==> src/design/emc_pkg.sv <==
// constants shared by the event mission control block
// assumes one 50 mhz core clock and an external log memory written by word
package emc_pkg;

  // ****************
  // register map
  // ****************
  localparam logic [7:0] EMC_ADDR_CTRL   = 8'h0e;
  localparam logic [7:0] EMC_ADDR_STATUS = 8'h0f;
  localparam logic [7:0] EMC_CTRL_RESET  = 8'h00;

  // control field positions
  localparam int EMC_CB_ARM    = 7;
  localparam int EMC_CB_WIPEEN = 6;
  localparam int EMC_CB_ISELHI = 5;
  localparam int EMC_CB_ISELLO = 4;
  localparam int EMC_CB_WRAP   = 3;
  localparam int EMC_CB_ESELHI = 2;
  localparam int EMC_CB_ESELLO = 1;
  localparam int EMC_CB_OSC    = 0;

  // status field positions
  localparam int EMC_SB_WIPED = 6;
  localparam int EMC_SB_RUN   = 5;
  localparam int EMC_SB_CMD   = 4;
  localparam int EMC_SB_ROLL  = 2;
  localparam int EMC_SB_ALARM = 0;

  // ****************
  // field encodings
  // ****************
  localparam logic [1:0] EMC_ISEL_ALARM = 2'h0;
  localparam logic [1:0] EMC_ISEL_SEC   = 2'h1;
  localparam logic [1:0] EMC_ISEL_MIN   = 2'h2;
  localparam logic [1:0] EMC_ISEL_HOUR  = 2'h3;
  localparam logic [1:0] EMC_ESEL_NONE  = 2'h0;
  localparam logic [1:0] EMC_ESEL_FALL  = 2'h1;
  localparam logic [1:0] EMC_ESEL_RISE  = 2'h2;
  localparam logic [1:0] EMC_ESEL_BOTH  = 2'h3;

  // ****************
  // log geometry and counts
  // ****************
  localparam int          EMC_PTR_W    = 11;
  localparam int          EMC_STAMP_W  = 56;
  localparam int          EMC_EVCNT_W  = 24;
  localparam logic [10:0] EMC_PTR_ZERO = 11'h000;
  localparam logic [10:0] EMC_PTR_STEP = 11'h002;
  localparam logic [10:0] EMC_PTR_LAST = 11'h7fe;
  localparam logic [15:0] EMC_ETC_MAX  = 16'hffff;
  localparam logic [15:0] EMC_ETC_ZERO = 16'h0000;
  localparam logic [23:0] EMC_EVCNT_ONE = 24'h000001;

  // ****************
  // timing
  // ****************
  localparam int EMC_CLK_MHZ = 50;

  typedef enum logic [1:0] {
    EMC_WIPE_IDLE,
    EMC_WIPE_RUN,
    EMC_WIPE_DONE
  } emc_wipe_t;

endpackage : emc_pkg

==> src/design/emc_edge_detect.sv <==
// event input conditioning: three stage synchroniser and edge selection
// assumes the event pin is asynchronous to clock
`timescale 1ns/1ps
module emc_edge_detect
  import emc_pkg::*;
(
  // clock and reset
  input  wire logic       clock,
  input  wire logic       rstn,
  // raw event pin and selection
  input  wire logic       eventPin,
  input  wire logic [1:0] edgeSel,
  // one cycle event pulse
  output logic            eventPulse
);

  logic sync1_r;
  logic sync2_r;
  logic sync3_r;
  logic level_r;

  // ****************
  // synchroniser, change accepted when stages two and three agree
  // ****************
  always_ff @(posedge clock or negedge rstn) begin
    if (!rstn) begin
      sync1_r <= 1'b0;
      sync2_r <= 1'b0;
      sync3_r <= 1'b0;
      level_r <= 1'b0;
    end else begin
      sync1_r <= eventPin;
      sync2_r <= sync1_r;
      sync3_r <= sync2_r;
      if (sync2_r == sync3_r) begin
        level_r <= sync3_r;
      end
    end
  end

  // edge select; code zero never fires
  always_ff @(posedge clock or negedge rstn) begin
    if (!rstn) begin
      eventPulse <= 1'b0;
    end else begin
      case (edgeSel)
        EMC_ESEL_FALL: eventPulse <= level_r & ~sync3_r & ~sync2_r;
        EMC_ESEL_RISE: eventPulse <= ~level_r & sync3_r & sync2_r;
        EMC_ESEL_BOTH: eventPulse <= (level_r != sync3_r) && (sync2_r == sync3_r);
        default:       eventPulse <= 1'b0;
      endcase
    end
  end

endmodule // emc_edge_detect

==> src/design/emc_mission_control.sv <==
// mission control of the event recorder: control and status bits, mission start
// and stop, two step log wipe, interval counting and log writes
// assumes register writes arrive already decoded from the serial slave, the
// calendar gives one cycle increment pulses and a live stamp, and the log
// memory is outside and takes one 16 bit word per write strobe
`timescale 1ns/1ps

// Summary of operation
// - arming is ignored unless the log has been wiped
// - armed device starts the mission on first event, stamping and counting it
// - writing run while unarmed arms, stamps and starts the mission at once
// - any mission stop clears the arm bit by itself
// - wipe enable then wipe command zeroes log, event count and start stamp
// - a finished wipe clears wipe enable and sets the wiped flag
// - any other write after wipe enable drops it and leaves data alone
// - interval select picks seconds, minutes, hours, or alarm with no logging
// - a tick with the counter at fffe logs ffff and advances pointer while the log has room, wraps to zero, continues
// - a counter wrap does not change the event count
// - each later event logs the counter while the log has room, and restarts it
// - counter advances only on the selected calendar increment
// - an event before any advance logs zero and restarts
// - no start with interval select zero; then alarm drives event pin low
// - with wrap, event after 1024 logs restamps and fills rollover stamp, later events overwrite
// - without wrap, a full log stops writes but events still count
// - edge select chooses falling, rising or both edges
// - edge select zero detects nothing and blocks mission start
// - oscillator off refuses mission start and wipe
// - main supply above backup forces the oscillator on
// - any host write during a mission stops it, clearing run and arm
// - pointer holds the next low byte address, the oldest entry after wrap
module emc_mission_control
  import emc_pkg::*;
(
  // clock and reset
  input  wire logic                   clock,
  input  wire logic                   rstn,
  // decoded register writes from the serial slave
  input  wire logic                   regWrite,
  input  wire logic [7:0]             regAddr,
  input  wire logic [7:0]             regWdata,
  // calendar side
  input  wire logic                   secTick,
  input  wire logic                   minTick,
  input  wire logic                   hourTick,
  input  wire logic [EMC_STAMP_W-1:0] calendarNow,
  input  wire logic                   alarmFlag,
  input  wire logic                   mainAboveBackup,
  // event pin, open drain
  input  wire logic                   eventPinIn,
  output logic                        eventPinOut,
  output logic                        eventPinOe,
  // register read images
  output logic [7:0]                  ctrlRead,
  output logic [7:0]                  statusRead,
  // mission records
  output logic [EMC_STAMP_W-1:0]      startStamp,
  output logic [15:0]                 rolloverStamp,
  output logic [EMC_EVCNT_W-1:0]      eventCount,
  output logic [EMC_PTR_W-1:0]        addrPointer,
  // log memory write port
  output logic                        logWrite,
  output logic [EMC_PTR_W-1:0]        logAddr,
  output logic [15:0]                 logData,
  // oscillator gate
  output logic                        oscActive
);

  // control fields
  logic       missionArm_r;
  logic       wipeEnable_r;
  logic [1:0] intervalSel_r;
  logic       wrapEnable_r;
  logic [1:0] edgeSel_r;
  logic       oscRun_r;
  // status and mission state
  logic       logWiped_r;
  logic       missionRunning_r;
  logic       rollFlag_r;
  logic       logFull_r;
  logic       advanced_r;
  logic [15:0] intervalCounter_r;
  emc_wipe_t  wipeState_r;
  logic [EMC_PTR_W-1:0] wipeAddr_r;

  logic eventPulse;
  logic oscOn;
  logic settingsOk;
  logic ctrlWr;
  logic statWr;
  logic hostStart;
  logic eventStart;
  logic missionStop;
  logic wipeStart;
  logic wipeLast;
  logic selTick;
  logic liveEvent;
  logic etcAtMax;
  logic rollNow;
  logic logSlot;
  logic [EMC_PTR_W-1:0] ptrNext;

  // ****************
  // event input
  // ****************
  emc_edge_detect u_edge (
    .clock      (clock),
    .rstn       (rstn),
    .eventPin   (eventPinIn),
    .edgeSel    (edgeSel_r),
    .eventPulse (eventPulse)
  );

  // ****************
  // decode and qualifying terms
  // ****************
  assign oscOn      = oscRun_r | mainAboveBackup;
  // a mission needs logging on, a legal edge and a running oscillator
  assign settingsOk = (intervalSel_r != EMC_ISEL_ALARM)
                    & (edgeSel_r != EMC_ESEL_NONE)
                    & oscOn;
  assign ctrlWr     = regWrite & (regAddr == EMC_ADDR_CTRL);
  assign statWr     = regWrite & (regAddr == EMC_ADDR_STATUS);
  assign hostStart  = statWr & regWdata[EMC_SB_RUN] & ~missionArm_r & ~missionRunning_r
                    & logWiped_r & settingsOk & (wipeState_r == EMC_WIPE_IDLE);
  assign eventStart = eventPulse & missionArm_r & ~missionRunning_r & settingsOk;
  // every write during a mission ends it, the stop write included
  assign missionStop = missionRunning_r & regWrite;
  assign wipeStart  = statWr & regWdata[EMC_SB_CMD] & wipeEnable_r & oscOn
                    & (wipeState_r == EMC_WIPE_IDLE);
  assign wipeLast   = (wipeAddr_r == EMC_PTR_LAST);

  // selected calendar increment, nothing while in alarm mode
  always_comb begin
    case (intervalSel_r)
      EMC_ISEL_SEC:  selTick = secTick;
      EMC_ISEL_MIN:  selTick = minTick;
      EMC_ISEL_HOUR: selTick = hourTick;
      default:       selTick = 1'b0;
    endcase
  end

  // an event inside a mission; the stopping write wins over it
  assign liveEvent = eventPulse & missionRunning_r & ~missionStop;
  assign etcAtMax  = (intervalCounter_r == EMC_ETC_MAX);
  // full log with wrap on: next event restamps instead of logging
  assign rollNow   = liveEvent & logFull_r & wrapEnable_r;
  assign logSlot   = ~logFull_r;
  assign ptrNext   = addrPointer + EMC_PTR_STEP;

  // ****************
  // control register
  // ****************
  always_ff @(posedge clock or negedge rstn) begin
    if (!rstn) begin
      intervalSel_r <= EMC_CTRL_RESET[EMC_CB_ISELHI:EMC_CB_ISELLO];
      wrapEnable_r  <= EMC_CTRL_RESET[EMC_CB_WRAP];
      edgeSel_r     <= EMC_CTRL_RESET[EMC_CB_ESELHI:EMC_CB_ESELLO];
      oscRun_r      <= EMC_CTRL_RESET[EMC_CB_OSC];
    end else if (ctrlWr) begin
      intervalSel_r <= regWdata[EMC_CB_ISELHI:EMC_CB_ISELLO];
      wrapEnable_r  <= regWdata[EMC_CB_WRAP];
      edgeSel_r     <= regWdata[EMC_CB_ESELHI:EMC_CB_ESELLO];
      oscRun_r      <= regWdata[EMC_CB_OSC];
    end
  end

  // arm bit: only after a wipe and with legal settings, dropped on any stop
  always_ff @(posedge clock or negedge rstn) begin
    if (!rstn) begin
      missionArm_r <= EMC_CTRL_RESET[EMC_CB_ARM];
    end else if (missionStop || wipeStart) begin
      missionArm_r <= 1'b0;
    end else if (hostStart) begin
      missionArm_r <= 1'b1;
    end else if (ctrlWr) begin
      missionArm_r <= regWdata[EMC_CB_ARM] & logWiped_r & settingsOk
                    & ~missionRunning_r;
    end
  end

  // wipe enable: one shot, any write but the wipe command cancels it
  always_ff @(posedge clock or negedge rstn) begin
    if (!rstn) begin
      wipeEnable_r <= EMC_CTRL_RESET[EMC_CB_WIPEEN];
    end else if (wipeState_r == EMC_WIPE_DONE) begin
      wipeEnable_r <= 1'b0;
    end else if (regWrite && wipeEnable_r && !wipeStart) begin
      wipeEnable_r <= 1'b0;
    end else if (ctrlWr && !wipeEnable_r) begin
      wipeEnable_r <= regWdata[EMC_CB_WIPEEN];
    end
  end

  // ****************
  // wipe sequencer, one zero word per cycle over the whole log
  // ****************
  always_ff @(posedge clock or negedge rstn) begin
    if (!rstn) begin
      wipeState_r <= EMC_WIPE_IDLE;
      wipeAddr_r  <= EMC_PTR_ZERO;
    end else begin
      case (wipeState_r)
        EMC_WIPE_IDLE: begin
          wipeAddr_r <= EMC_PTR_ZERO;
          if (wipeStart) begin
            wipeState_r <= EMC_WIPE_RUN;
          end
        end
        EMC_WIPE_RUN: begin
          wipeAddr_r <= wipeAddr_r + EMC_PTR_STEP;
          if (wipeLast) begin
            wipeState_r <= EMC_WIPE_DONE;
          end
        end
        EMC_WIPE_DONE: wipeState_r <= EMC_WIPE_IDLE;
        default:       wipeState_r <= EMC_WIPE_IDLE;
      endcase
    end
  end

  // ****************
  // mission state and flags
  // ****************
  always_ff @(posedge clock or negedge rstn) begin
    if (!rstn) begin
      missionRunning_r <= 1'b0;
      logWiped_r       <= 1'b0;
      rollFlag_r       <= 1'b0;
    end else begin
      if (missionStop || wipeStart) begin
        missionRunning_r <= 1'b0;
      end else if (hostStart || eventStart) begin
        missionRunning_r <= 1'b1;
      end
      // wiped flag is set only by a finished wipe, lost when a mission begins
      if (wipeState_r == EMC_WIPE_DONE) begin
        logWiped_r <= 1'b1;
      end else if (hostStart || eventStart || wipeStart) begin
        logWiped_r <= 1'b0;
      end
      if (wipeState_r == EMC_WIPE_DONE) begin
        rollFlag_r <= 1'b0;
      end else if (liveEvent && logFull_r) begin
        rollFlag_r <= 1'b1;
      end
    end
  end

  // start and rollover stamps
  always_ff @(posedge clock or negedge rstn) begin
    if (!rstn) begin
      startStamp    <= '0;
      rolloverStamp <= EMC_ETC_ZERO;
    end else if (wipeState_r == EMC_WIPE_RUN) begin
      startStamp    <= '0;
      rolloverStamp <= EMC_ETC_ZERO;
    end else if (hostStart || eventStart) begin
      startStamp    <= calendarNow;
      rolloverStamp <= EMC_ETC_ZERO;
    end else if (rollNow) begin
      startStamp    <= calendarNow;
      rolloverStamp <= advanced_r ? intervalCounter_r : EMC_ETC_ZERO;
    end
  end

  // event counter: starts, later events; never a counter wrap
  always_ff @(posedge clock or negedge rstn) begin
    if (!rstn) begin
      eventCount <= '0;
    end else if (wipeState_r == EMC_WIPE_RUN) begin
      eventCount <= '0;
    end else if (hostStart || eventStart || liveEvent) begin
      eventCount <= eventCount + EMC_EVCNT_ONE;
    end
  end

  // ****************
  // interval counter; event beats increment in the same cycle
  // ****************
  always_ff @(posedge clock or negedge rstn) begin
    if (!rstn) begin
      intervalCounter_r <= EMC_ETC_ZERO;
      advanced_r        <= 1'b0;
    end else if (wipeState_r == EMC_WIPE_RUN || hostStart || eventStart || liveEvent) begin
      intervalCounter_r <= EMC_ETC_ZERO;
      advanced_r        <= 1'b0;
    end else if (missionRunning_r && selTick) begin
      advanced_r <= 1'b1;
      if (intervalCounter_r == EMC_ETC_MAX - 16'h0001) begin
        intervalCounter_r <= EMC_ETC_ZERO;
      end else begin
        intervalCounter_r <= intervalCounter_r + 16'h0001;
      end
    end
  end

  // ****************
  // log writes and pointer
  // ****************
  always_ff @(posedge clock or negedge rstn) begin
    if (!rstn) begin
      logWrite    <= 1'b0;
      logAddr     <= EMC_PTR_ZERO;
      logData     <= EMC_ETC_ZERO;
      addrPointer <= EMC_PTR_ZERO;
      logFull_r   <= 1'b0;
    end else begin
      logWrite <= 1'b0;
      if (wipeState_r == EMC_WIPE_RUN) begin
        logWrite    <= 1'b1;
        logAddr     <= wipeAddr_r;
        logData     <= EMC_ETC_ZERO;
        addrPointer <= EMC_PTR_ZERO;
        logFull_r   <= 1'b0;
      end else if (rollNow) begin
        logFull_r <= 1'b0;
      end else if (liveEvent && logSlot) begin
        logWrite    <= 1'b1;
        logAddr     <= addrPointer;
        // no advance yet means the counter still reads zero
        logData     <= advanced_r ? intervalCounter_r : EMC_ETC_ZERO;
        addrPointer <= ptrNext;
        logFull_r   <= (addrPointer == EMC_PTR_LAST);
      end else if (missionRunning_r && selTick && !liveEvent && logSlot
                   && intervalCounter_r == EMC_ETC_MAX - 16'h0001) begin
        logWrite    <= 1'b1;
        logAddr     <= addrPointer;
        logData     <= EMC_ETC_MAX;
        addrPointer <= ptrNext;
        logFull_r   <= (addrPointer == EMC_PTR_LAST);
      end
    end
  end

  // ****************
  // pin, oscillator and read images
  // ****************
  always_ff @(posedge clock or negedge rstn) begin
    if (!rstn) begin
      eventPinOut <= 1'b0;
      eventPinOe  <= 1'b0;
      oscActive   <= 1'b0;
      ctrlRead    <= EMC_CTRL_RESET;
      statusRead  <= 8'h00;
    end else begin
      eventPinOut <= 1'b0;
      // open drain: only ever pull low, and only in alarm mode
      eventPinOe  <= alarmFlag & (intervalSel_r == EMC_ISEL_ALARM);
      oscActive   <= oscOn;
      ctrlRead    <= {missionArm_r, wipeEnable_r, intervalSel_r, wrapEnable_r,
                      edgeSel_r, oscRun_r};
      statusRead  <= 8'h00;
      statusRead[EMC_SB_WIPED] <= logWiped_r;
      statusRead[EMC_SB_RUN]   <= missionRunning_r;
      statusRead[EMC_SB_CMD]   <= (wipeState_r != EMC_WIPE_IDLE);
      statusRead[EMC_SB_ROLL]  <= rollFlag_r;
      statusRead[EMC_SB_ALARM] <= alarmFlag;
    end
  end

endmodule // emc_mission_control

==> config.mk <==
export PLATFORM = sky130hd
export DESIGN_NAME = emc_mission_control
export DESIGN_NICKNAME = d
export VERILOG_FILES = /design/src/design/emc_pkg.sv /design/src/design/emc_edge_detect.sv /design/src/design/emc_mission_control.sv
export SDC_FILE = /design/constraint.sdc
export NUM_CORES = 1
export LEC_CHECK = 0
export ABC_AREA = 1
export BUFFER_PORTS_ARGS = -buffer_cell sky130_fd_sc_hd__buf_2
export CAP_MARGIN = 20
export CORE_MARGIN = 4
export CORE_UTILIZATION = 58
export DETAILED_ROUTE_END_ITERATION = 7
export GPL_ROUTABILITY_DRIVEN = 0
export GPL_TIMING_DRIVEN = 0
export PLACE_DENSITY_LB_ADDON = 0.12
export SLEW_MARGIN = 40
export SYNTH_ARGS = -nofsm -noshare
export SYNTH_HDL_FRONTEND = slang
export SYNTH_SLANG_ARGS = --single-unit
export TNS_END_PERCENT = 1
==> constraint.sdc <==
create_clock -name clock -period 3.46 [get_ports clock]
set_clock_uncertainty 0.1 [all_clocks]
set_input_delay 0.692 -clock clock [delete_from_list [all_inputs] [get_ports clock]]
set_output_delay 0.692 -clock clock [all_outputs]
set_load 0.05 [all_outputs]
==> impl_metrics.toml <==
[status]
outcome = "completed"

[clock_network]
clockBufferDepth = 2
cts_tree = "yes"
root_buffer = "clkbuf_16"
cts_buffers = 17
clk_pin_slew_ps = 70
ctsResizeCount = 0
htreeDepth = 4
numClockSinks = 194
cts_hold_buf = 0
cts_setup_buffers = 0
worstSkewPairLatency_ps = 430

[grt]
overflow = 0
grt_pass1_wl_um = 41400
antenna_found_initial = 0
grt_usage = 0.282
grt_pass1_vias = 8342
grt_max_degree = 75

[detailed_routing]
drcViolationCount = 0
drt_first_pass_iters = 6
vias_per_cell = 5.33
drtAntennaViolNets = 0
via_count = 8835
wirelength_um = 25900
wire_per_inst_um = 15.6
drt_iter0_drc = 644

[layout]
num-nets-final = 1518
drive_above_1_share = 0.227
instances_no_fill = 1659
fin_area_mm2 = 0.0115
fin_util = 0.726
n_fill_cell = 1297
register_area_mm2 = 0.00485
antenna_cells = 0
multiInputGateArea_mm2 = 0.00388
synthToLayoutAreaGrowth_pct = 22.6

[sta]
fmax_ghz = 0.474
finalSetupViolCount = 0
tns_ps = 0
grt_setup_unrepaired = "no"
maxSlewViolCount = 0
min_period_over_period = 0.609
maxSlewHeadroom = 0.533
hold_viol_final = 0
tightest_slew_ps = 693
fin_crit_ps = 2110
setup_ws_ps = 1350

[pwr]
switching_power_mw = 1.09
clockPowerShare = 0.445
p_per_area_mw_per_mm2 = 406
swShare = 0.232
leakage_nw = 5.87
intPower_mw = 3.60
irDropWorstVdd_v = 0.000310
combPwrFrac = 0.060
p_seq_frac = 0.495

[logic_synthesis]
yosysMostFrequentCell = "nand2_1"
synth-seq-area-share = 0.516
synth_edf_count = 0
ys.warnings.count = 0
synthTopCellsByArea = "dfrtp_1 (52%), nand2_1 (15%), nand3_1 (5.4%)"
synth_area_per_cell_um2 = 8.00
synthTopCellsByCount = "nand2_1 (377), dfrtp_1 (194), nor2_1 (109)"
ys_seq_elements = 194
synth_area_mm2 = 0.00941
async_flop_share = 1.00
netlist_instances = 1176
synth.distinct_cells = 35
yosys.area.top_type = "dfrtp_1"
synth_largest_type_area_fraction = 0.516
synthFlopType = "dfrtp_1"

[setup_path]
cp.arrival_ps = 2360
critPathMaxFanout = 8
start_kind = "flop"
cp.required_ps = 3710
crit_path_end_kind = "flop"
path_class = "flop to flop"

[floorplan]
die-area_mm2 = 0.0183
initial_core_util = 0.592
core_mm2 = 0.0159
die_x_um = 135
boundaryPins = 235
die_y_um = 135
fp-row-count = 46

[job]
drv_cap = 0

[placed_design]
place_ws_ps = 1060
port_buffers = 228
dp_cells = 1627
place_hpwl_um = 19300
placed_area_mm2 = 0.0109

[min_path]
hold_path_class = "input port to asynchronous set/reset pin"
-- power by group through the flow --
stage / registers (mW) / logic [mW] / clock network, mW
floorplan: 2.41 / 0.0897 / 0
global placement: 2.36 / 0.268 / 0
detailed placement: 2.36 / 0.280 / 0
CTS: 2.32 / 0.282 / 2.10
global route: 2.32 / 0.308 / 2.20
finish: 2.32 / 0.281 / 2.08
-- path summary, 6_finish.rpt --
kind	slack (ps)	cells past startpoint	start	end
max	1350	8	intervalCounter_r[0]	intervalCounter_r[10]
min	70	1	rstn	startStamp[14]
max reg2reg	1350	8	intervalCounter_r[0]	intervalCounter_r[10]
min reg2reg	250	0	u_edge.sync1_r	u_edge.sync2_r
max in group asynchronous	2130	3	rstn	intervalCounter_r[6]
min in group clock	250	0	u_edge.sync1_r	u_edge.sync2_r
-- through the flow --
step                power, mW  hold WS [ps]
floorplan                2.50           231
global placement         2.63           232
detailed placement       2.64           237
CTS                      4.70          82.2
global route             4.83          89.6
finish                   4.69          71.7
-- flip-flops by register name, indices dropped and copies added (netlist names), 2 cells and up --
name / flops
startStamp: 56
eventCount: 24
intervalCounter_r: 16
logData: 16
rolloverStamp: 16
addrPointer: 10
logAddr: 10
wipeAddr_r: 10
ctrlRead: 8
statusRead: 5
edgeSel_r: 2
intervalSel_r: 2
wipeState_r: 2
-- cells by family (layout without fill, tap and decap cells) --
group | Yosys count | count (layout) | share of synthesized area
other | 1 | 6 | 0.000399
DFF | 194 | 194 | 0.516
and+or+nand+nor | 655 | 655 | 0.295
buffers and inverters | 145 | 407 | 0.0731
AOI/OAI and AO/OA | 148 | 148 | 0.0815
adders and majority gates | 7 | 7 | 0.00931
xor gates and xnor gates | 26 | 26 | 0.0242
-- cell usage in the layout (no fill, tap or decap), types with 3 or more instances in the layout --
cell type and n:
nand2_1 377, buf_2 249, dfrtp_1 194, nor2_1 109, nand3_1 102, inv_1 78
o21ai_0 68, nand4_1 38, o21ai_1 36, a21oi_1 32, xor2_1 24, clkbuf_16 17
clkbuf_1 16, buf_6 11, buf_4 9, nor3_1 8, inv_2 7, nand2_2 7
ha_1 7, conb_1 6, o21a_1 5, nor2_4 4, clkbuf_8 4, o22ai_1 3
bufinv_16 3, clkinv_2 3
-- worst max-delay path: stages (launching register included) --
cell     delay [ps]
dfrtp_1         430
inv_1           130
ha_1            210
and3_1          190
nand2_1          80
nor2_1           70
nor2_1          500
nand3_1         140
a21oi_1         180
-- routing by layer --
metal  global-route usage  share of wire  vias to the layer above
met4               0.0851          0.024                        0
met2                0.478           0.49                      340
li1                     -              -                     4294
met5                    0              0                        -
met1                0.373           0.42                     4153
met3               0.0501          0.066                       48
-- area by class of cell --
| type | instances | share of cell area |
|---|---|---|
| Clock buffer | 21 | 0.0417 |
| Clock inverter | 11 | 0.0128 |
| Sequential cell | 194 | 0.421 |
| Tap cell | 216 | 0.0234 |
| Buffer | 59 | 0.0317 |
| Multi-Input combinational cell | 842 | 0.337 |
| Timing Repair Buffer | 230 | 0.105 |
| Inverter | 86 | 0.0280 |
Power figures use the tool's default switching activity.
